`src/core/scpr_pkg.sv`:
```
package scpr_pkg;

   // ****************************************
   // Widths and stack depth
   // ****************************************
   localparam int BANK_W   = 2;
   localparam int FILE_W   = 4;
   localparam int DIGIT_W  = 4;
   localparam int RPTR_W   = BANK_W + FILE_W + DIGIT_W;
   localparam int PAGE_W   = 7;
   localparam int OFFS_W   = 7;
   localparam int PC_W     = PAGE_W + OFFS_W;
   localparam int STK_N    = 8;
   localparam int STK_IW   = 3;
   localparam int CYC_W    = 2;

   // ****************************************
   // Reset values and counts
   // ****************************************
   localparam logic [PC_W-1:0]   PC_RST    = 14'h0000;
   localparam logic [STK_IW-1:0] SP_RST    = 3'h7;
   localparam logic [CYC_W-1:0]  NULL_CYC  = 2'h1;

   // ****************************************
   // Instruction slot descriptor from decode
   // ****************************************
   typedef enum logic [1:0] {
      SCPR_FLOW_SEQ,
      SCPR_FLOW_JUMP,
      SCPR_FLOW_CALL,
      SCPR_FLOW_RET
   } scpr_flow_t;

   typedef struct packed {
      logic              valid;
      scpr_flow_t        flow;
      logic              load_page;
      logic              load_offs;
      logic [PAGE_W-1:0] page;
      logic [OFFS_W-1:0] offs;
      logic [CYC_W-1:0]  cycles;
      logic              short_on_skip;
      logic              skip_cond;
   } scpr_instr_t;

   typedef struct packed {
      logic [BANK_W-1:0]  bank;
      logic [FILE_W-1:0]  file;
      logic [DIGIT_W-1:0] digit;
   } scpr_ptr_t;

endpackage : scpr_pkg

```
`src/core/scpr_core.sv`:
```
`timescale 1ns/1ps
module scpr_core
   import scpr_pkg::*;
(
   // Clock and reset
   input  wire logic              clk_i,
   input  wire logic              nrst_i,
   // Instruction slot from decode
   input  wire scpr_instr_t       instr_i,
   // Pointer register loads
   input  wire logic              ptr_we_i,
   input  wire scpr_ptr_t         ptr_i,
   // Status
   output logic [RPTR_W-1:0]      ram_pointer_o,
   output logic [PAGE_W-1:0]      count_upper_page_o,
   output logic [OFFS_W-1:0]      count_lower_offset_o,
   output logic [STK_IW-1:0]      stack_top_index_o,
   output logic [PC_W-1:0]        return_stack_top_o,
   output logic                   exec_o,
   output logic                   nullify_o,
   output logic                   slot_end_o
);

   // ****************************************
   // Reset synchroniser
   // ****************************************
   logic rst_s1_r;
   logic rst_n_r;

   always_ff @(posedge clk_i or negedge nrst_i)
   begin
      if (!nrst_i)
      begin
         rst_s1_r <= 1'b0;
         rst_n_r  <= 1'b0;
      end
      else
      begin
         rst_s1_r <= 1'b1;
         rst_n_r  <= rst_s1_r;
      end
   end

   // ****************************************
   // Slot timing and skip
   // ****************************************
   logic [CYC_W-1:0] cyc_r, cyc_nxt;
   logic             skip_r, skip_nxt;
   logic [CYC_W-1:0] len;
   logic             last;

   always_comb
   begin
      len = (instr_i.cycles == '0) ? NULL_CYC : instr_i.cycles;
      if (skip_r && instr_i.short_on_skip)
      begin
         len = NULL_CYC;
      end
      last     = instr_i.valid && (cyc_r + NULL_CYC == len);
      cyc_nxt  = cyc_r;
      skip_nxt = skip_r;
      if (instr_i.valid)
      begin
         cyc_nxt  = last ? '0 : CYC_W'(cyc_r + NULL_CYC);
      end
      // latch at end, clear after one slot
      if (last)
      begin
         skip_nxt = skip_r ? 1'b0 : instr_i.skip_cond;
      end
   end

   always_ff @(posedge clk_i or negedge rst_n_r)
   begin
      if (!rst_n_r)
      begin
         cyc_r  <= '0;
         skip_r <= 1'b0;
      end
      else
      begin
         cyc_r  <= cyc_nxt;
         skip_r <= skip_nxt;
      end
   end

   // ****************************************
   // Program counter and return stack
   // ****************************************
   logic [PAGE_W-1:0]        page_r, page_nxt;
   logic [OFFS_W-1:0]        offs_r, offs_nxt;
   logic [STK_IW-1:0]        sp_r, sp_nxt;
   logic [STK_N-1:0][PC_W-1:0] stk_r, stk_nxt;
   logic [RPTR_W-1:0]        rp_r, rp_nxt;
   logic                     eff;
   logic [PC_W-1:0]          pc_inc;

   always_comb
   begin
      eff     = last && !skip_r;
      pc_inc  = PC_W'({page_r, offs_r} + 14'h0001);
      page_nxt = page_r;
      offs_nxt = offs_r;
      sp_nxt   = sp_r;
      stk_nxt  = stk_r;
      rp_nxt   = rp_r;
      if (last)
      begin
         {page_nxt, offs_nxt} = pc_inc;
      end
      if (eff)
      begin
         if (ptr_we_i)
         begin
            rp_nxt = {ptr_i.bank, ptr_i.file, ptr_i.digit};
         end
         unique case (instr_i.flow)
            SCPR_FLOW_CALL:
            begin
               sp_nxt          = STK_IW'(sp_r + 3'h1);
               stk_nxt[sp_nxt] = pc_inc;
            end
            SCPR_FLOW_RET:
            begin
               {page_nxt, offs_nxt} = stk_r[sp_r];
               sp_nxt               = STK_IW'(sp_r - 3'h1);
            end
            SCPR_FLOW_SEQ,
            SCPR_FLOW_JUMP:
            begin
            end
         endcase
         if (instr_i.flow != SCPR_FLOW_RET && instr_i.load_page)
         begin
            page_nxt = instr_i.page;
         end
         if (instr_i.flow != SCPR_FLOW_RET && instr_i.load_offs)
         begin
            offs_nxt = instr_i.offs;
         end
      end
   end

   always_ff @(posedge clk_i or negedge rst_n_r)
   begin
      if (!rst_n_r)
      begin
         page_r <= PC_RST[PC_W-1:OFFS_W];
         offs_r <= PC_RST[OFFS_W-1:0];
         sp_r   <= SP_RST;
         stk_r  <= '0;
         rp_r   <= '0;
      end
      else
      begin
         page_r <= page_nxt;
         offs_r <= offs_nxt;
         sp_r   <= sp_nxt;
         stk_r  <= stk_nxt;
         rp_r   <= rp_nxt;
      end
   end

   // ****************************************
   // Registered status outputs
   // ****************************************
   always_ff @(posedge clk_i or negedge rst_n_r)
   begin
      if (!rst_n_r)
      begin
         ram_pointer_o        <= '0;
         count_upper_page_o   <= PC_RST[PC_W-1:OFFS_W];
         count_lower_offset_o <= PC_RST[OFFS_W-1:0];
         stack_top_index_o    <= SP_RST;
         return_stack_top_o   <= '0;
         exec_o               <= 1'b0;
         nullify_o            <= 1'b0;
         slot_end_o           <= 1'b0;
      end
      else
      begin
         ram_pointer_o        <= rp_nxt;
         count_upper_page_o   <= page_nxt;
         count_lower_offset_o <= offs_nxt;
         stack_top_index_o    <= sp_nxt;
         return_stack_top_o   <= stk_nxt[sp_nxt];
         exec_o               <= eff;
         nullify_o            <= last && skip_r;
         slot_end_o           <= last;
      end
   end

   // ****************************************
   // Checks
   // ****************************************
   a_null_no_exec: assert property (
      @(posedge clk_i) disable iff (!rst_n_r) nullify_o |-> !exec_o)
      else $error("nullified slot executed");
   a_pc_step_one: assert property (
      @(posedge clk_i) disable iff (!rst_n_r) nullify_o |->
      {count_upper_page_o, count_lower_offset_o} ==
      PC_W'({$past(page_r), $past(offs_r)} + 14'h0001))
      else $error("nullified slot did not step by one");
   a_short_skip: assert property (
      @(posedge clk_i) disable iff (!rst_n_r)
      (instr_i.valid && skip_r && instr_i.short_on_skip) |-> last)
      else $error("short nullified slot not one cycle");
   a_len_kept: assert property (
      @(posedge clk_i) disable iff (!rst_n_r)
      (instr_i.valid && !instr_i.short_on_skip && instr_i.cycles == 2'h2 && cyc_r == '0)
      |-> !last)
      else $error("slot length changed");
   a_skip_once: assert property (
      @(posedge clk_i) disable iff (!rst_n_r) nullify_o |-> !skip_r)
      else $error("skip held past one slot");
   a_ptr_cat: assert property (
      @(posedge clk_i) disable iff (!rst_n_r) (eff && ptr_we_i) |=>
      ram_pointer_o == {$past(ptr_i.bank), $past(ptr_i.file), $past(ptr_i.digit)})
      else $error("pointer mismatch");
   a_stack_push: assert property (
      @(posedge clk_i) disable iff (!rst_n_r) (eff && instr_i.flow == SCPR_FLOW_CALL)
      |=> stack_top_index_o == STK_IW'($past(sp_r) + 3'h1))
      else $error("push index wrong");
   a_page_load: assert property (
      @(posedge clk_i) disable iff (!rst_n_r)
      (eff && instr_i.flow == SCPR_FLOW_JUMP && instr_i.load_page && !instr_i.load_offs)
      |=> count_upper_page_o == $past(instr_i.page) &&
      count_lower_offset_o == 7'($past(offs_r) + 7'h01))
      else $error("page load wrong");

endmodule : scpr_core

```
`config.mk`:
```
export PLATFORM = sky130hd
export DESIGN_NAME = scpr_core
export DESIGN_NICKNAME = d
export VERILOG_FILES = /design/src/core/scpr_pkg.sv /design/src/core/scpr_core.sv
export SDC_FILE = /design/constraint.sdc
export NUM_CORES = 1
export LEC_CHECK = 0
export BUFFER_PORTS_ARGS = -buffer_cell sky130_fd_sc_hd__buf_2
export CAP_MARGIN = 20
export CORE_UTILIZATION = 35
export CTS_CLUSTER_DIAMETER = 50
export DETAILED_ROUTE_END_ITERATION = 8
export PLACE_DENSITY = 0.51
export SLEW_MARGIN = 25
export SYNTH_ARGS = -nofsm -noshare
export SYNTH_HDL_FRONTEND = slang
export SYNTH_SLANG_ARGS = --single-unit
export TNS_END_PERCENT = 10
```
`constraint.sdc`:
```
create_clock -name clk_i -period 5.85 [get_ports clk_i]
set_input_delay 0.585 -clock clk_i [delete_from_list [all_inputs] [get_ports clk_i]]
set_output_delay 0.585 -clock clk_i [all_outputs]
set_load 0.03 [all_outputs]
```
Word-level counts from Yosys, hierarchy flattened --
Index checks and enable logic that the tools add are counted.
Word-level totals: register bits 161, input port bits 36, output and inout bits 44, word-level logic and storage cells 65
Cells by class: $add $sub $neg 4, magnitude comparators 4, equality and inequality tests 4, multiplexer cells 23, reduce and logical (&&, ||, !) cells 10
Operator list (count):
- two-way mux 112 bit | 2
- bitwise mux 112 bit | 1
- binary-select mux 14 bit (select 3 bit) | 2
- two-way mux 7 bit | 8
- demux 14 bit (select 3 bit) | 1
- two-way mux 14 bit | 3
- adder 14 x 1 -> 14 bit, second input constant | 1
- < comparator 3 x 4 -> 1 bit, second input constant | 3
- logical AND 1 bit | 7
- two-way mux 2 bit | 3
- case mux 3 bit (2 select lines) | 1
- == test 2 bit, second input constant | 2
- adder 3 x 1 -> 3 bit, second input constant | 1
- >= comparator 3 x 1 -> 1 bit, second input constant | 1
- two-way mux 3 bit | 1
- subtractor 3 x 1 -> 3 bit, second input constant | 1
- adder 2 x 1 -> 2 bit, second input constant | 1
- == test 2 bit | 1
- zero test 2 bit | 1
- inequality test 2 bit, second input constant | 1
- AND reduction 2 bit | 1
- zero test 1 bit | 1
- two-way mux 1 bit | 1

Logic depth before layout (Yosys ltp) --
Gate-level depths: netlist of run 1.
word-level depth 10, mapped depth 14, mapped depth without buffers 10

Least setup slack after synthesis of run 1 --
OpenSTA, ideal clock, no wires.
kind reg-to-reg, start point reg stack_top_index_o[0] (netlist name), end point reg return_stack_top_o[10], arrival time 3.193 ns, required time 5.726 ns, slack 2.533 ns, cell stages (with the launch flop) 14, buffers on the path 3, clock period less this slack 3.317 ns, cells stage by stage dfstp_2 -> clkinv_1 -> clkbuf_1 -> clkbuf_1 -> ha_1 -> nand2b_1 -> nor2_1 -> o2111ai_2 -> clkbuf_1 -> nand2_1 -> o21ai_1 -> a22oi_1 -> o21ai_1 -> a211o_1
RTL lines:
- to (signal assigned) | RTL line scpr_core.sv:186 | return_stack_top_o <= stk_nxt[sp_nxt];
- to (decl) | RTL line scpr_core.sv:18 | output logic [PC_W-1:0] return_stack_top_o,

==> report_table.html, run 1 <==
<table>
<tr><th>Metric</th><th>Value</th></tr>
<tr><th colspan="2">Cells and area</th></tr>
<tr><td>Filler Cell Count</td><td>2440</td></tr>
<tr><td>Number of inserted diodes</td><td>0</td></tr>
<tr><td>Post-route standard cell area excluding fillers</td><td>0.0101 mm²</td></tr>
<tr><td>Layout cell share with drive strength beyond 1</td><td>0.221</td></tr>
<tr><td>Synthesis-to-finish area growth</td><td>14.4%</td></tr>
<tr><td># nets final</td><td>985</td></tr>
<tr><td>Fin cells</td><td>1283</td></tr>
<tr><th colspan="2">Setup path</th></tr>
<tr><td>Most prevalent standard cell on the critical path</td><td>nand2_1</td></tr>
<tr><td>Reg2Reg Capture Point</td><td>return_stack_top_o[10]</td></tr>
<tr><td>Arrival time of data at the critical path endpoint</td><td>4.24 ns</td></tr>
<tr><td>Type of the worst setup path</td><td>register to register</td></tr>
<tr><td>Maximum fanout along the worst path</td><td>34</td></tr>
<tr><td>Reg2reg setup slack</td><td>1.93 ns</td></tr>
<tr><td>Maximum single-stage delay on the critical path</td><td>0.60 ns</td></tr>
<tr><td>Critical-path top delay cell</td><td>nand2_1</td></tr>
<tr><td>Cell depth of the worst flop-to-flop path</td><td>9</td></tr>
<tr><td>Cells along the critical path</td><td>buf_4, ha_1, xor2_1, nand2_1, nor2_1, nand2_1, o221ai_1, a21oi_1, a211o_1</td></tr>
<tr><td>Critical Path End Type</td><td>register</td></tr>
<tr><td>Required arrival time at the worst endpoint</td><td>6.17 ns</td></tr>
<tr><td>Startpoint of the worst-slack reg-to-reg timing path</td><td>stack_top_index_o[1]</td></tr>
<tr><td>Critical path startpoint category</td><td>register</td></tr>
<tr><th colspan="2">Global routing</th></tr>
<tr><td>Number of antenna violations at the first check in global routing</td><td>0</td></tr>
<tr><td>Via count of the first global-routing pass</td><td>7179</td></tr>
<tr><td>Overflow left after global routing</td><td>0</td></tr>
<tr><td>Maximum number of pins on one net before global-route repair</td><td>63</td></tr>
<tr><td>Total routing resource utilization after global routing</td><td>0.221</td></tr>
<tr><td>Wire length of the first global-routing pass</td><td>43500 µm</td></tr>
<tr><th colspan="2">STA</th></tr>
<tr><td>Final Critical Period</td><td>3.92 ns</td></tr>
<tr><td>Final clock skew</td><td>0.00973 ns</td></tr>
<tr><td>RSZ-0062 raised after global routing</td><td>no</td></tr>
<tr><td>Final critical-path share of the clock period</td><td>0.670</td></tr>
<tr><td>Max Clk Rate</td><td>0.255 GHz</td></tr>
<tr><td>Setup_tns</td><td>0 ns</td></tr>
<tr><td>Final setup viols</td><td>0</td></tr>
<tr><td>Number of slew-limit violations in the final report</td><td>0</td></tr>
<tr><td>Count of endpoints failing hold in the final timing report</td><td>0</td></tr>
<tr><td>Worst max-slew margin expressed relative to the limit</td><td>0.314</td></tr>
<tr><td>Transition time of the tightest slew-check pin</td><td>1.02 ns</td></tr>
<tr><th colspan="2">Logic synthesis</th></tr>
<tr><td>Dominant cell type by area after synthesis</td><td>dfrtp_1</td></tr>
<tr><td>Sequential share of the synthesized area</td><td>0.455</td></tr>
<tr><td>Share of flip-flops with an asynchronous set or reset</td><td>1.00</td></tr>
<tr><td>Number of distinct standard cells referenced by the synthesized netlist</td><td>71</td></tr>
<tr><td>Avg Cell Area, Syn</td><td>9.89 µm²</td></tr>
<tr><td>Number of warnings issued by yosys</td><td>0</td></tr>
<tr><td>Post-synth net total</td><td>935</td></tr>
<tr><td>Post-synthesis sequential element count</td><td>161</td></tr>
<tr><td>Post-synth top cells</td><td>dfrtp_1, nand2_1, o21ai_0</td></tr>
<tr><td>Dominant cells by area after synthesis</td><td>dfrtp_1, mux4_2, o21ai_0, nand2_1, mux2_2</td></tr>
<tr><td>Count of flip-flops with a built-in enable after synthesis</td><td>0</td></tr>
<tr><td>Area of the mapped netlist</td><td>0.00886 mm²</td></tr>
<tr><td>Most frequently used cell type in the post-synthesis netlist</td><td>dfrtp_1</td></tr>
<tr><td>Primary flip-flop cell chosen by synthesis mapping</td><td>dfrtp_1</td></tr>
<tr><td>Instance count of the mapped netlist</td><td>896</td></tr>
<tr><td>Fraction of synthesized cell area taken by the top area cell type</td><td>0.446</td></tr>
<tr><th colspan="2">Pwr</th></tr>
<tr><td>Cell leakage power</td><td>4.28 nW</td></tr>
<tr><td>Power density normalized to cell area</td><td>571 mW/mm²</td></tr>
<tr><td>Peak supply drop</td><td>0.227 mV</td></tr>
<tr><th colspan="2">Place</th></tr>
<tr><td>Input/output buffers</td><td>79</td></tr>
<tr><td>Placement-stage cell area</td><td>0.00952 mm²</td></tr>
<tr><td>Number of placed instances, taps included</td><td>1250</td></tr>
<tr><td>HPWL Detailed</td><td>18600 µm</td></tr>
<tr><td>Routability-driven placement congestion ratio</td><td>0.818</td></tr>
<tr><th colspan="2">Clock tree</th></tr>
<tr><td>Post-CTS setup repair buffer count</td><td>0</td></tr>
<tr><td>Number of sinks driven by the clock tree</td><td>161</td></tr>
<tr><td>Number of buffers added by the clock tree synthesis step</td><td>17</td></tr>
<tr><td>Clock tree from TritonCTS</td><td>done</td></tr>
<tr><td>Number of buffers between clock root and the deepest sink</td><td>2</td></tr>
<tr><td>CTS H-tree depth</td><td>4</td></tr>
<tr><td>Clock-pin slew on the worst setup and hold paths</td><td>0.07 ns</td></tr>
<tr><td>Cell at the root of the clock tree</td><td>clkbuf_16</td></tr>
<tr><td>Latest clock arrival within the worst-skew pair</td><td>0.43 ns</td></tr>
<tr><th colspan="2">Run status</th></tr>
<tr><td>Status</td><td>completed</td></tr>
<tr><th colspan="2">Drt</th></tr>
<tr><td>Number of vias in the routed layout</td><td>7288</td></tr>
<tr><td>Wire length reported by the detailed router</td><td>27700 µm</td></tr>
<tr><td>Antenna viol nets, final</td><td>0</td></tr>
<tr><td>Iter 0 DRT Violations</td><td>654</td></tr>
<tr><td>Length of the first detailed-routing pass in iterations</td><td>5</td></tr>
<tr><td>WL/cell</td><td>21.6 µm</td></tr>
<tr><td>Post-DR vias/cell</td><td>5.68</td></tr>
<tr><td>DR DRC count</td><td>0</td></tr>
<tr><th colspan="2">Floorplanning</th></tr>
<tr><td>Placeable core area</td><td>0.0246 mm²</td></tr>
<tr><td>Overall die area</td><td>0.0260 mm²</td></tr>
<tr><td>Number of core rows</td><td>57</td></tr>
<tr><td>Die W</td><td>161 µm</td></tr>
<tr><td>Starting Density</td><td>0.360</td></tr>
<tr><td>Number of top-level design ports</td><td>80</td></tr>
<tr><td>Die Y-Extent</td><td>161 µm</td></tr>
<tr><th colspan="2">Min path</th></tr>
<tr><td>Worst hold path class</td><td>register to async pin</td></tr>
<tr><th colspan="2">Flow run</th></tr>
<tr><td>Number of violations of the max-capacitance limit</td><td>0</td></tr>
</table>
[stage by stage]
stage / hold slack, ns / util / power [mW] / setup WS, ns
5_1_grt: 0.371 / 0.412 / 6.15 / 1.61
4_1_cts: 0.355 / 0.412 / 5.80 / 1.95
3_5_place_dp: 0.339 / 0.387 / 4.62 / 1.96
2_1_floorplan: 0.289 / - / 3.78 / 1.04
6_report: 0.330 / 0.412 / 5.79 / 1.93
3_3_place_gp: 0.336 / 0.387 / 4.61 / 1.99
[flip-flops by register name, indices dropped and copies added (netlist names)]
signal and flops:
rst_n_r 1, stk_r 112, skip_r 1, slot_end_o 1
cyc_r 2, ram_pointer_o 10, nullify_o 1, return_stack_top_o 14
exec_o 1, rst_s1_r 1, stack_top_index_o 3, count_upper_page_o 7
count_lower_offset_o 7
[cell families (layout without fill, tap and decap cells)]
logic type                 Yosys count  in the layout  synth area share
buffers and inverters               80            143            0.0401
AOI/OAI and AO/OA                  287            287             0.205
other                                1              1          0.000423
DFF                                161            161             0.455
and+or+nand+nor                    258            258             0.132
muxes                               78             78             0.135
adders and majority gates            3              3           0.00424
xor gates and xnor gates            28             28            0.0277
[report_power, final]
part | total [mW] | internal, mW | switching (mW)
logic | 2.64 | 0.978 | 1.66
clock network | 1.16 | 0.684 | 0.477
registers | 1.99 | 1.53 | 0.464
total | 5.79 | 3.19 | 2.60
[repair_timing]
action,CTS,global route
hold endpoints to repair,2,0
gates resized for setup,0,0
hold buffers,1,0
[critical path, delay by kind of cell, from the launching register on]
| kind | cells | cell delay, ns |
|---|---|---|
| XOR/XNOR | 1 | 0.43 |
| adder cells (fa/ha/maj) | 1 | 0.34 |
| AO/OA/AOI/OAI | 3 | 0.67 |
| buffers and inverters | 1 | 0.49 |
| AND/OR/NAND/NOR | 3 | 1.36 |
| flip-flops | 1 | 0.53 |
[placed cells by master, fill, tap and decap left out, types with 15 or more instances in the layout]
cell	instances
buf_2	79
dfrtp_1	157
o22ai_1	18
a21oi_1	52
nand3_1	20
nor2_1	64
mux2i_1	16
nand2_1	119
clkbuf_16	17
o21ai_0	96
mux4_2	30
o221ai_1	33
xor2_1	15
mux2_2	31
buf_4	19
[area by class of cell]
class | count | area [µm²] | area share
sequential | 161 | 4040 | 0.399
tap | 324 | 405 | 0.0400
timing repair buffer | 99 | 548 | 0.0541
clock inverter | 12 | 158 | 0.0156
inverter | 12 | 45.0 | 0.00444
multi-input combinational | 655 | 4490 | 0.443
clock buffer | 20 | 447 | 0.0441
[worst max path at each step]
| stage | from | endpoint | slack [ns] |
|---|---|---|---|
| after floorplan | rst_n_r | count_lower_offset_o[0] | 1.04 |
| after global placement | stack_top_index_o[1] | return_stack_top_o[10] | 1.99 |
| after detailed placement | stack_top_index_o[0] | return_stack_top_o[8] | 1.96 |
| after CTS | stack_top_index_o[1] | return_stack_top_o[10] | 1.95 |
| after global routing | stack_top_index_o[0] | return_stack_top_o[8] | 1.61 |
| final | stack_top_index_o[1] | return_stack_top_o[10] | 1.93 |
[layer usage]
metal  share of wire  GRT usage  vias up  routed length, µm
met3           0.059     0.0344       37               1640
met2            0.44      0.328      272              12300
met1            0.48      0.324     3564              13200
met4           0.023     0.0836        0                629
li1                -          -     3415                  -
met5               0          0        -                  0
No activity file was read; power rests on OpenSTA's default activity.
==> run 2, diff against run 1 <==
--- a/config.mk
+++ b/config.mk
@@ -10,7 +10,7 @@
 export CORE_UTILIZATION = 35
 export CTS_CLUSTER_DIAMETER = 50
 export DETAILED_ROUTE_END_ITERATION = 8
-export PLACE_DENSITY = 0.51
+export PLACE_DENSITY = 0.53
 export SLEW_MARGIN = 25
 export SYNTH_ARGS = -nofsm -noshare
 export SYNTH_HDL_FRONTEND = slang
==> constraint.sdc (replaced) <==
create_clock -name clk_i -period 3.3 [get_ports clk_i]
set_input_delay 0.33 -clock clk_i [delete_from_list [all_inputs] [get_ports clk_i]]
set_output_delay 0.33 -clock clk_i [all_outputs]
set_load 0.03 [all_outputs]
==> run 2 against run 1 <==
Combinational power rose by 94%. Critical path depth rose by 1. Routed wire length rose by 3.5%.
==> report_table.html, run 2 (synthesized netlist as in run 1, its figures left out) <==
<table>
<tr><th>Metric</th><th>Value</th></tr>
<tr><th colspan="2">Global routing</th></tr>
<tr><td>Number of antenna violations at the first check in global routing</td><td>0 (unchanged)</td></tr>
<tr><td>Overflow left after global routing</td><td>0 (unchanged)</td></tr>
<tr><td>Maximum number of pins on one net before global-route repair</td><td>67 (+6.3%)</td></tr>
<tr><td>Via count of the first global-routing pass</td><td>7290 (+1.5%)</td></tr>
<tr><td>Wire length of the first global-routing pass</td><td>44700 µm (+2.7%)</td></tr>
<tr><td>Total routing resource utilization after global routing</td><td>0.229 (+0.00809)</td></tr>
<tr><th colspan="2">Clock tree</th></tr>
<tr><td>Clock tree from TritonCTS</td><td>done</td></tr>
<tr><td>Cell at the root of the clock tree</td><td>clkbuf_16</td></tr>
<tr><td>Clock-pin slew on the worst setup and hold paths</td><td>0.06 ns (about the same)</td></tr>
<tr><td>Latest clock arrival within the worst-skew pair</td><td>0.43 ns (about the same)</td></tr>
<tr><td>Number of sinks driven by the clock tree</td><td>161 (unchanged)</td></tr>
<tr><td>CTS H-tree depth</td><td>4 (unchanged)</td></tr>
<tr><td>Number of buffers added by the clock tree synthesis step</td><td>17 (unchanged)</td></tr>
<tr><td>Number of buffers between clock root and the deepest sink</td><td>2 (unchanged)</td></tr>
<tr><th colspan="2">Setup path</th></tr>
<tr><td>Type of the worst setup path</td><td>register to register</td></tr>
<tr><td>Cell depth of the worst flop-to-flop path</td><td>10 (+1)</td></tr>
<tr><td>Cell family with the largest share of critical-path delay</td><td>compound AO/OA/AOI/OAI gates</td></tr>
<tr><td>Critical path startpoint category</td><td>register</td></tr>
<tr><td>Critical path buffer and inverter count</td><td>2 (+1)</td></tr>
<tr><td>Startpoint of the worst-slack reg-to-reg timing path</td><td>cyc_r[0]</td></tr>
<tr><td>Maximum single-stage delay on the critical path</td><td>0.55 ns (-0.05 ns)</td></tr>
<tr><td>Maximum fanout along the worst path</td><td>10 (-71%)</td></tr>
<tr><td>Critical Path End Type</td><td>register</td></tr>
<tr><td>Critical-path top delay cell</td><td>a2111oi_0</td></tr>
<tr><td>Required arrival time at the worst endpoint</td><td>3.60 ns (-2.57 ns)</td></tr>
<tr><td>Reg2Reg Capture Point</td><td>return_stack_top_o[4]</td></tr>
<tr><td>Arrival time of data at the critical path endpoint</td><td>3.41 ns (-0.83 ns)</td></tr>
<tr><td>Most prevalent standard cell on the critical path</td><td>buf_4</td></tr>
<tr><td>Cells along the critical path</td><td>or3b_4, a21bo_2, a21oi_4, buf_4, nand3_4, nand2_1, o21ai_0, a2111oi_0, buf_4, nor3_1</td></tr>
<tr><td>Reg2reg setup slack</td><td>0.19 ns (-1.73 ns)</td></tr>
<tr><th colspan="2">Cells and area</th></tr>
<tr><td>Filler Cell Count</td><td>2389 (-2.1%)</td></tr>
<tr><td>Flip-flop count of the largest register after layout</td><td>112 (unchanged)</td></tr>
<tr><td>Commonest non-fill, non-tap cell in the layout</td><td>dfrtp_1</td></tr>
<tr><td>Synthesis-to-finish area growth</td><td>18.2%</td></tr>
<tr><td>Post-route standard cell area excluding fillers</td><td>0.0105 mm² (+3.3%)</td></tr>
<tr><td>Reg with most FFs</td><td>stk_r</td></tr>
<tr><td>Most frequent cells in the layout</td><td>dfrtp_1, nand2_1, o21ai_0</td></tr>
<tr><td>Multi-input gate area</td><td>0.00449 mm² (about the same)</td></tr>
<tr><td># nets final</td><td>1031 (+4.7%)</td></tr>
<tr><td>Layout cell share with drive strength beyond 1</td><td>0.254 (+0.0332)</td></tr>
<tr><td>Top Registers</td><td>stk_r: 112 flops, return_stack_top_o: 14 flops, ram_pointer_o: 10 flops</td></tr>
<tr><td>Sequential cell area in the final layout</td><td>0.00404 mm² (unchanged)</td></tr>
<tr><td>Number of inserted diodes</td><td>0 (unchanged)</td></tr>
<tr><th colspan="2">STA</th></tr>
<tr><td>Worst max-slew margin expressed relative to the limit</td><td>0.439 (+0.125)</td></tr>
<tr><td>Final clock skew</td><td>0.0104 ns (+0.000626 ns)</td></tr>
<tr><td>RSZ-0062 raised after global routing</td><td>no</td></tr>
<tr><td>Fin Hold WS</td><td>0.123 ns (-0.207 ns)</td></tr>
<tr><td>Final critical-path share of the clock period</td><td>0.941 (+0.271)</td></tr>
<tr><td>Max Clk Rate</td><td>0.322 GHz (+26%)</td></tr>
<tr><td>Final Critical Period</td><td>3.11 ns (-0.817 ns)</td></tr>
<tr><td>Number of slew-limit violations in the final report</td><td>0 (unchanged)</td></tr>
<tr><td>Transition time of the tightest slew-check pin</td><td>0.836 ns (-0.187 ns)</td></tr>
<tr><td>Final setup viols</td><td>0 (unchanged)</td></tr>
<tr><td>Count of endpoints failing hold in the final timing report</td><td>0 (unchanged)</td></tr>
<tr><th colspan="2">Place</th></tr>
<tr><td>Input/output buffers</td><td>79 (unchanged)</td></tr>
<tr><td>HPWL Detailed</td><td>20500 µm (+9.9%)</td></tr>
<tr><td>Placement-stage cell area</td><td>0.00988 mm² (+3.8%)</td></tr>
<tr><td>Routability-driven placement congestion ratio</td><td>0.893 (+9.2%)</td></tr>
<tr><th colspan="2">Min path</th></tr>
<tr><td>Worst hold path class</td><td>input port to register</td></tr>
<tr><td>Start point of the worst hold path</td><td>ptr_i[6]</td></tr>
<tr><td>Worst min-delay path endpoint</td><td>ram_pointer_o[6]</td></tr>
<tr><td>Cell count of the worst hold path</td><td>2</td></tr>
<tr><th colspan="2">Drt</th></tr>
<tr><td>DR DRC count</td><td>0 (unchanged)</td></tr>
<tr><td>Number of vias in the routed layout</td><td>7521 (+3.2%)</td></tr>
<tr><td>Antenna viol nets, final</td><td>0 (unchanged)</td></tr>
<tr><td>Post-DR vias/cell</td><td>5.67 (-0.22%)</td></tr>
<tr><td>WL/cell</td><td>21.6 µm (about the same)</td></tr>
<tr><td>Wire length reported by the detailed router</td><td>28600 µm (+3.5%)</td></tr>
<tr><td>Length of the first detailed-routing pass in iterations</td><td>5 (unchanged)</td></tr>
<tr><td>Iter 0 DRT Violations</td><td>782 (+20%)</td></tr>
<tr><th colspan="2">Floorplanning</th></tr>
<tr><td>Starting Density</td><td>0.360 (unchanged)</td></tr>
<tr><td>Number of core rows</td><td>57 (unchanged)</td></tr>
<tr><td>Overall die area</td><td>0.0260 mm² (unchanged)</td></tr>
<tr><td>Die W</td><td>161 µm (unchanged)</td></tr>
<tr><td>Die Y-Extent</td><td>161 µm (unchanged)</td></tr>
<tr><td>Number of top-level design ports</td><td>80 (unchanged)</td></tr>
<tr><td>Placeable core area</td><td>0.0246 mm² (unchanged)</td></tr>
<tr><th colspan="2">Pwr</th></tr>
<tr><td>Overall power</td><td>10.5 mW (+82%)</td></tr>
<tr><td>Cell leakage power</td><td>4.51 nW (+5.4%)</td></tr>
<tr><td>Peak supply drop</td><td>0.383 mV (+69%)</td></tr>
<tr><td>Power density normalized to cell area</td><td>1010 mW/mm² (+76%)</td></tr>
<tr><th colspan="2">Run status</th></tr>
<tr><td>Status</td><td>completed</td></tr>
<tr><th colspan="2">Flow run</th></tr>
<tr><td>Number of violations of the max-capacitance limit</td><td>0 (unchanged)</td></tr>
</table>
## run 2: cell types whose count changed in the layout (fill, tap and decap cells not counted), sizes merged
| cell | delta |
|---|---|
| buf | +46 |
| bufinv | -1 |
| clkbuf | +2 |
| clkinv | +1 |
| clkinvlp | -4 |
## run 2: how the worst max path moves through the flow
stage,slack [ns],cells past startpoint,startpoint,endpoint
floorplan,-0.02,13,stack_top_index_o[0],return_stack_top_o[10]
global placement,0.12,10,instr_i[3],return_stack_top_o[4]
detailed placement,0.16,9,instr_i[3],return_stack_top_o[4]
CTS,0.16,10,stack_top_index_o[0],return_stack_top_o[5]
global route,0.002,9,cyc_r[0],return_stack_top_o[4]
finish,0.19,10,cyc_r[0],return_stack_top_o[4]
## run 2: layer usage
metal	wire [µm]	up-vias	global-route usage
li1	-	3522	-
met1	13000	3674	0.318
met2	12900	284	0.353
met3	2090	41	0.0547
met4	614	0	0.0738
met5	0	-	0
## run 2: where the power goes
group          total [mW]  switching, mW  leakage (nW)  internal [mW]
clock network        1.97          0.823         0.273           1.15
registers            3.44          0.726          2.12           2.71
logic                5.12           3.13          2.12           1.98
total                10.5           4.68          4.51           5.85
## run 2: timing repair
| action | 4_1_cts | 5_1_grt |
|---|---|---|
| endpoints found under the hold margin | 2 | 0 |
| setup buffers | 0 | 1 |
| resized for setup | 0 | 2 |
| setup endpoints to repair | 0 | 2 |
| hold buffers | 1 | 0 |
## run 2: cell type report
type / count / area share
Clock inverter: 8 / 0.0102
Clock buffer: 22 / 0.0443
Timing Repair Buffer: 145 / 0.0877
Multi-Input combinational cell: 655 / 0.429
Tap cell: 324 / 0.0387
Sequential cell: 161 / 0.386
Inverter: 12 / 0.00430
## run 2: metrics by stage
stage / setup WS [ns] / util / cells / TNS [ns]
floorplan: -0.0169 / - / 896 / -0.0169
global placement: 0.121 / 0.401 / 1295 / 0
detailed placement: 0.160 / 0.401 / 1295 / 0
CTS: 0.158 / 0.425 / 1326 / 0
global route: 0.00177 / 0.426 / 1327 / 0
finish: 0.194 / 0.426 / 1327 / 0
## run 2: worst register-to-register path, cell delays in order, from the launching register on
cell and delay [ns]:
dfrtp_1 0.47, or3b_4 0.44, a21bo_2 0.29, a21oi_4 0.33
buf_4 0.20, nand3_4 0.15, nand2_1 0.14, o21ai_0 0.17
a2111oi_0 0.55, buf_4 0.19, nor3_1 0.05
==> run 3, diff against run 2 <==
--- a/config.mk
+++ b/config.mk
@@ -5,12 +5,13 @@
 export SDC_FILE = /design/constraint.sdc
 export NUM_CORES = 1
 export LEC_CHECK = 0
+export ABC_AREA = 1
 export BUFFER_PORTS_ARGS = -buffer_cell sky130_fd_sc_hd__buf_2
 export CAP_MARGIN = 20
 export CORE_UTILIZATION = 35
 export CTS_CLUSTER_DIAMETER = 50
 export DETAILED_ROUTE_END_ITERATION = 8
-export PLACE_DENSITY = 0.53
+export PLACE_DENSITY = 0.52
 export SLEW_MARGIN = 25
 export SYNTH_ARGS = -nofsm -noshare
 export SYNTH_HDL_FRONTEND = slang
==> constraint.sdc (replaced) <==
create_clock -name clk_i -period 2.5 [get_ports clk_i]
set_input_delay 0.25 -clock clk_i [delete_from_list [all_inputs] [get_ports clk_i]]
set_output_delay 0.25 -clock clk_i [all_outputs]
set_load 0.03 [all_outputs]
==> run 3 against run 2 <==
Die area up 12%. Sequential share of layout area down 4.2 points. Count of clock-buffer cells in the layout fell by 3. Highest routed layer unchanged. Clock skew grew 0.0034 ns. Critical path depth is the same. Combinational power rose by 82%.
==> report_table.html, run 3 <==
<table>
<tr><th>Metric</th><th>Value</th></tr>
<tr><th colspan="2">Run status</th></tr>
<tr><td>Status</td><td>completed</td></tr>
<tr><th colspan="2">Place</th></tr>
<tr><td>Placement-stage cell area</td><td>0.0111 mm² (+12%)</td></tr>
<tr><td>Routability-driven placement congestion ratio</td><td>0.884 (-1.1%)</td></tr>
<tr><td>HPWL Detailed</td><td>24700 µm (+21%)</td></tr>
<tr><td>Place WS</td><td>0.117 ns (-0.0429 ns)</td></tr>
<tr><td>Number of placed instances, taps included</td><td>1912 (+48%)</td></tr>
<tr><td>Input/output buffers</td><td>79 (unchanged)</td></tr>
<tr><th colspan="2">Logic synthesis</th></tr>
<tr><td>Count of flip-flops with a built-in enable after synthesis</td><td>0 (unchanged)</td></tr>
<tr><td>Most frequently used cell type in the post-synthesis netlist</td><td>nand2_1</td></tr>
<tr><td>Post-synth net total</td><td>1500 (+60%)</td></tr>
<tr><td>Adder-cell share of the synthesized area</td><td>0.00379 (-0.000450)</td></tr>
<tr><td>Xor-xnor portion of the synthesized cell area</td><td>0.00530 (-0.0224)</td></tr>
<tr><td>Post-synth top cells</td><td>nand2_1, nand3_1, inv_1</td></tr>
<tr><td>Area fraction in compound gates after synthesis</td><td>0.0906 (-0.115)</td></tr>
<tr><td>Dominant cells by area after synthesis</td><td>dfrtp_1, nand2_1, nand3_1, inv_1, o21ai_0</td></tr>
<tr><td>Primary flip-flop cell chosen by synthesis mapping</td><td>dfrtp_1</td></tr>
<tr><td>Instance count of the mapped netlist</td><td>1461 (+63%)</td></tr>
<tr><td>Main combinational cell family by area after synthesis</td><td>simple AND/OR/NAND/NOR gates</td></tr>
<tr><td>Sequential share of the synthesized area</td><td>0.407 (-0.0484)</td></tr>
<tr><td>Avg Cell Area, Syn</td><td>6.79 µm² (-31%)</td></tr>
<tr><td>Area of the mapped netlist</td><td>0.00992 mm² (+12%)</td></tr>
<tr><td>Post-synthesis sequential element count</td><td>161 (unchanged)</td></tr>
<tr><td>Share of flip-flops with an asynchronous set or reset</td><td>1.00 (unchanged)</td></tr>
<tr><td>Fraction of synthesized cell area taken by the top area cell type</td><td>0.399 (-0.0475)</td></tr>
<tr><td>Number of distinct standard cells referenced by the synthesized netlist</td><td>41 (-42%)</td></tr>
<tr><td>Number of warnings issued by yosys</td><td>0 (unchanged)</td></tr>
<tr><td>Simple-gate area share of the yosys netlist</td><td>0.366 (+0.234)</td></tr>
<tr><td>Post-synthesis mux area share</td><td>0.0127 (-0.123)</td></tr>
<tr><td>Dominant cell type by area after synthesis</td><td>dfrtp_1</td></tr>
<tr><th colspan="2">Drt</th></tr>
<tr><td>Length of the first detailed-routing pass in iterations</td><td>7 (+2)</td></tr>
<tr><td>DR DRC count</td><td>0 (unchanged)</td></tr>
<tr><td>Wire length reported by the detailed router</td><td>36100 µm (+26%)</td></tr>
<tr><td>Iter 0 DRT Violations</td><td>767 (-1.9%)</td></tr>
<tr><td>Met2 routed WL</td><td>16700 µm (+29%)</td></tr>
<tr><td>Top layer in use</td><td>met4</td></tr>
<tr><td>Post-DR vias/cell</td><td>5.17 (-8.8%)</td></tr>
<tr><td>Metal3 WL</td><td>2000 µm (-4.2%)</td></tr>
<tr><td>Number of vias in the routed layout</td><td>10100 (+34%)</td></tr>
<tr><td>WL/cell</td><td>18.6 µm (-14%)</td></tr>
<tr><td>Wire length the detailed router placed on met1</td><td>16300 µm (+25%)</td></tr>
<tr><td>Antenna viol nets, final</td><td>0 (unchanged)</td></tr>
<tr><th colspan="2">Global routing</th></tr>
<tr><td>Overflow left after global routing</td><td>0 (unchanged)</td></tr>
<tr><td>Total routing resource utilization after global routing</td><td>0.261 (+0.0314)</td></tr>
<tr><td>Wire length of the first global-routing pass</td><td>56800 µm (+27%)</td></tr>
<tr><td>Via count of the first global-routing pass</td><td>9692 (+33%)</td></tr>
<tr><td>Number of antenna violations at the first check in global routing</td><td>0 (unchanged)</td></tr>
<tr><td>Maximum number of pins on one net before global-route repair</td><td>69 (+3.0%)</td></tr>
<tr><th colspan="2">Setup path</th></tr>
<tr><td>Reg2Reg Capture Point</td><td>count_upper_page_o[1]</td></tr>
<tr><td>Type of the worst setup path</td><td>register to register</td></tr>
<tr><td>Critical Path End Type</td><td>register</td></tr>
<tr><td>Cell depth of the worst flop-to-flop path</td><td>10 (unchanged)</td></tr>
<tr><td>Startpoint of the worst-slack reg-to-reg timing path</td><td>count_lower_offset_o[0]</td></tr>
<tr><td>Critical path startpoint category</td><td>register</td></tr>
<tr><td>Required arrival time at the worst endpoint</td><td>2.85 ns (-0.75 ns)</td></tr>
<tr><td>Reg2reg setup slack</td><td>0.20 ns (about the same)</td></tr>
<tr><td>Arrival time of data at the critical path endpoint</td><td>2.65 ns (-0.76 ns)</td></tr>
<tr><td>Maximum fanout along the worst path</td><td>6 (-4)</td></tr>
<tr><th colspan="2">STA</th></tr>
<tr><td>Max Clk Rate</td><td>0.434 GHz (+35%)</td></tr>
<tr><td>Transition time of the tightest slew-check pin</td><td>0.706 ns (-0.129 ns)</td></tr>
<tr><td>RSZ-0062 raised after global routing</td><td>no</td></tr>
<tr><td>Worst max-slew margin expressed relative to the limit</td><td>0.529 (+0.0903)</td></tr>
<tr><td>Final clock skew</td><td>0.0138 ns (+0.00340 ns)</td></tr>
<tr><td>Number of slew-limit violations in the final report</td><td>0 (unchanged)</td></tr>
<tr><td>Setup_tns</td><td>0 ns (unchanged)</td></tr>
<tr><td>Count of endpoints failing hold in the final timing report</td><td>0 (unchanged)</td></tr>
<tr><td>Final setup viols</td><td>0 (unchanged)</td></tr>
<tr><td>PnR worst setup slack</td><td>0.198 ns (+0.00321 ns)</td></tr>
<tr><td>Final critical-path share of the clock period</td><td>0.921 (-0.0201)</td></tr>
<tr><td>Fin Hold WS</td><td>0.0357 ns (-0.0871 ns)</td></tr>
<tr><td>Final Critical Period</td><td>2.30 ns (-0.803 ns)</td></tr>
<tr><th colspan="2">Cells and area</th></tr>
<tr><td>Reg with most FFs</td><td>stk_r</td></tr>
<tr><td>Most frequent cells in the layout</td><td>nand2_1, nand3_1, inv_1</td></tr>
<tr><td>Fin cells</td><td>1946 (+47%)</td></tr>
<tr><td>Final core utilization</td><td>0.422 (-0.00394)</td></tr>
<tr><td># nets final</td><td>1594 (+55%)</td></tr>
<tr><td>Synthesis-to-finish area growth</td><td>18.5%</td></tr>
<tr><td>Number of inserted diodes</td><td>0 (unchanged)</td></tr>
<tr><td>Post-route standard cell area excluding fillers</td><td>0.0117 mm² (+12%)</td></tr>
<tr><td>Layout cell share with drive strength beyond 1</td><td>0.158 (-0.0967)</td></tr>
<tr><td>Top Registers</td><td>stk_r: 112 flops, return_stack_top_o: 14 flops, ram_pointer_o: 10 flops</td></tr>
<tr><td>Commonest non-fill, non-tap cell in the layout</td><td>nand2_1</td></tr>
<tr><td>Flip-flop count of the largest register after layout</td><td>112 (unchanged)</td></tr>
<tr><th colspan="2">Floorplanning</th></tr>
<tr><td>Die Y-Extent</td><td>170 µm (+5.7%)</td></tr>
<tr><td>Placeable core area</td><td>0.0279 mm² (+13%)</td></tr>
<tr><td>Starting Density</td><td>0.356 (-0.00420)</td></tr>
<tr><td>Overall die area</td><td>0.0290 mm² (+12%)</td></tr>
<tr><td>Number of top-level design ports</td><td>80 (unchanged)</td></tr>
<tr><td>Number of core rows</td><td>61 (+7.0%)</td></tr>
<tr><td>Die W</td><td>170 µm (+5.7%)</td></tr>
<tr><th colspan="2">Pwr</th></tr>
<tr><td>Power density normalized to cell area</td><td>1390 mW/mm² (+38%)</td></tr>
<tr><td>Overall power</td><td>16.3 mW (+55%)</td></tr>
<tr><td>Share of total power in the clock network</td><td>0.167 (-0.020)</td></tr>
<tr><td>Internal power component</td><td>8.12 mW (+39%)</td></tr>
<tr><td>Switching power summed over all nets</td><td>8.22 mW (+76%)</td></tr>
<tr><td>Proportion of total power due to net switching</td><td>0.503 (+0.0584)</td></tr>
<tr><td>Combinational share of power</td><td>0.571 (+0.085)</td></tr>
<tr><td>Sequential Power Share</td><td>0.262 (-0.064)</td></tr>
<tr><td>Peak supply drop</td><td>0.660 mV (+72%)</td></tr>
<tr><td>Cell leakage power</td><td>6.16 nW (+37%)</td></tr>
<tr><th colspan="2">Min path</th></tr>
<tr><td>Worst min-delay path endpoint</td><td>ram_pointer_o[2]</td></tr>
<tr><td>Worst hold path class</td><td>input port to register</td></tr>
<tr><td>Cell count of the worst hold path</td><td>2 (unchanged)</td></tr>
<tr><td>Start point of the worst hold path</td><td>ptr_i[2]</td></tr>
<tr><th colspan="2">Clock tree</th></tr>
<tr><td>Cell at the root of the clock tree</td><td>clkbuf_16</td></tr>
<tr><td>Clock-pin slew on the worst setup and hold paths</td><td>0.07 ns (about the same)</td></tr>
<tr><td>Number of buffers between clock root and the deepest sink</td><td>2 (unchanged)</td></tr>
<tr><td>CTS H-tree depth</td><td>4 (unchanged)</td></tr>
<tr><td>Clock tree from TritonCTS</td><td>done</td></tr>
<tr><td>Number of buffers added by the clock tree synthesis step</td><td>17 (unchanged)</td></tr>
<tr><td>Number of sinks driven by the clock tree</td><td>161 (unchanged)</td></tr>
<tr><td>Latest clock arrival within the worst-skew pair</td><td>0.44 ns (about the same)</td></tr>
<tr><th colspan="2">Flow run</th></tr>
<tr><td>Number of violations of the max-capacitance limit</td><td>0 (unchanged)</td></tr>
</table>
[run 3: cell types whose count changed in the layout (fill, tap and decap cells not counted), moves of 12 or more]
cell,before,now
a21oi_1,52,34
inv_1,8,176
mux2_2,31,10
mux2i_1,16,0
mux4_2,30,0
nand2_1,119,504
nand3_1,20,229
nand4_1,6,20
nor2_1,64,51
o21ai_0,95,110
o21ai_1,15,2
o221ai_1,33,1
xnor2_1,12,0
[run 3: logic make-up after synthesis]
| group | count (synthesis) |
|---|---|
| adders and majority gates | 3 |
| xor gates and xnor gates | 6 |
| other | 1 |
| AOI/OAI and AO/OA | 169 |
| and+or+nand+nor | 840 |
| muxes | 11 |
| buffers and inverters | 270 |
| DFF | 161 |
[run 3: routing by layer]
layer	vias up	global-route usage
met4	0	0.104
met2	362	0.413
met3	64	0.0398
li1	4836	-
met1	4801	0.356
met5	-	0
[run 3: timing repair]
action / 4_1_cts / 5_1_grt
buffers inserted: 0 / 1
gates resized for setup: 0 / 10
hold endpoints to repair: 2 / 0
endpoints found under the setup margin: 0 / 14
hold buffers: 1 / 0
[run 3: final cells by class]
| type | count | area (µm²) |
|---|---|---|
| Clock buffer | 19 | 443 |
| Clock inverter | 13 | 148 |
| Fill cell | 2922 | 16100 |
| Inverter | 186 | 701 |
| Multi-Input combinational cell | 1030 | 4790 |
| Sequential cell | 161 | 4040 |
| Tap cell | 378 | 473 |
| Timing Repair Buffer | 159 | 1160 |
[run 3: power groups by stage]
stage	Combinational (mW)	Clock [mW]	Sequential, mW
after floorplan	5.41	0	4.83
after global placement	9.14	0	4.31
after detailed placement	9.15	0	4.31
after CTS	9.19	2.78	4.27
after global routing	10.3	2.90	4.40
final	9.33	2.73	4.28
[run 3: worst max-delay path, stage by stage (launching register included)]
cell and delay (ns):
dfrtp_1 0.40, ha_1 0.23, nand2_1 0.09, nor2_1 0.37
nand3b_1 0.13, nand2_1 0.20, inv_1 0.18, nand2_1 0.10
o21ai_0 0.09, or2_2 0.28, a22oi_1 0.16
[run 3: worst max-delay path by stage]
| stage | startpoint | endpoint | slack, ns | cells after the start |
|---|---|---|---|---|
| 3_3_place_gp | stack_top_index_o[0] | return_stack_top_o[12] | 0.13 | 14 |
| 6_report | count_lower_offset_o[0] | count_upper_page_o[1] | 0.20 | 10 |
| 3_5_place_dp | stack_top_index_o[0] | return_stack_top_o[3] | 0.12 | 14 |
| 2_1_floorplan | stack_top_index_o[0] | return_stack_top_o[3] | -0.16 | 17 |
| 4_1_cts | stack_top_index_o[0] | return_stack_top_o[3] | 0.09 | 14 |
| 5_1_grt | count_lower_offset_o[0] | return_stack_top_o[8] | 0.003 | 14 |
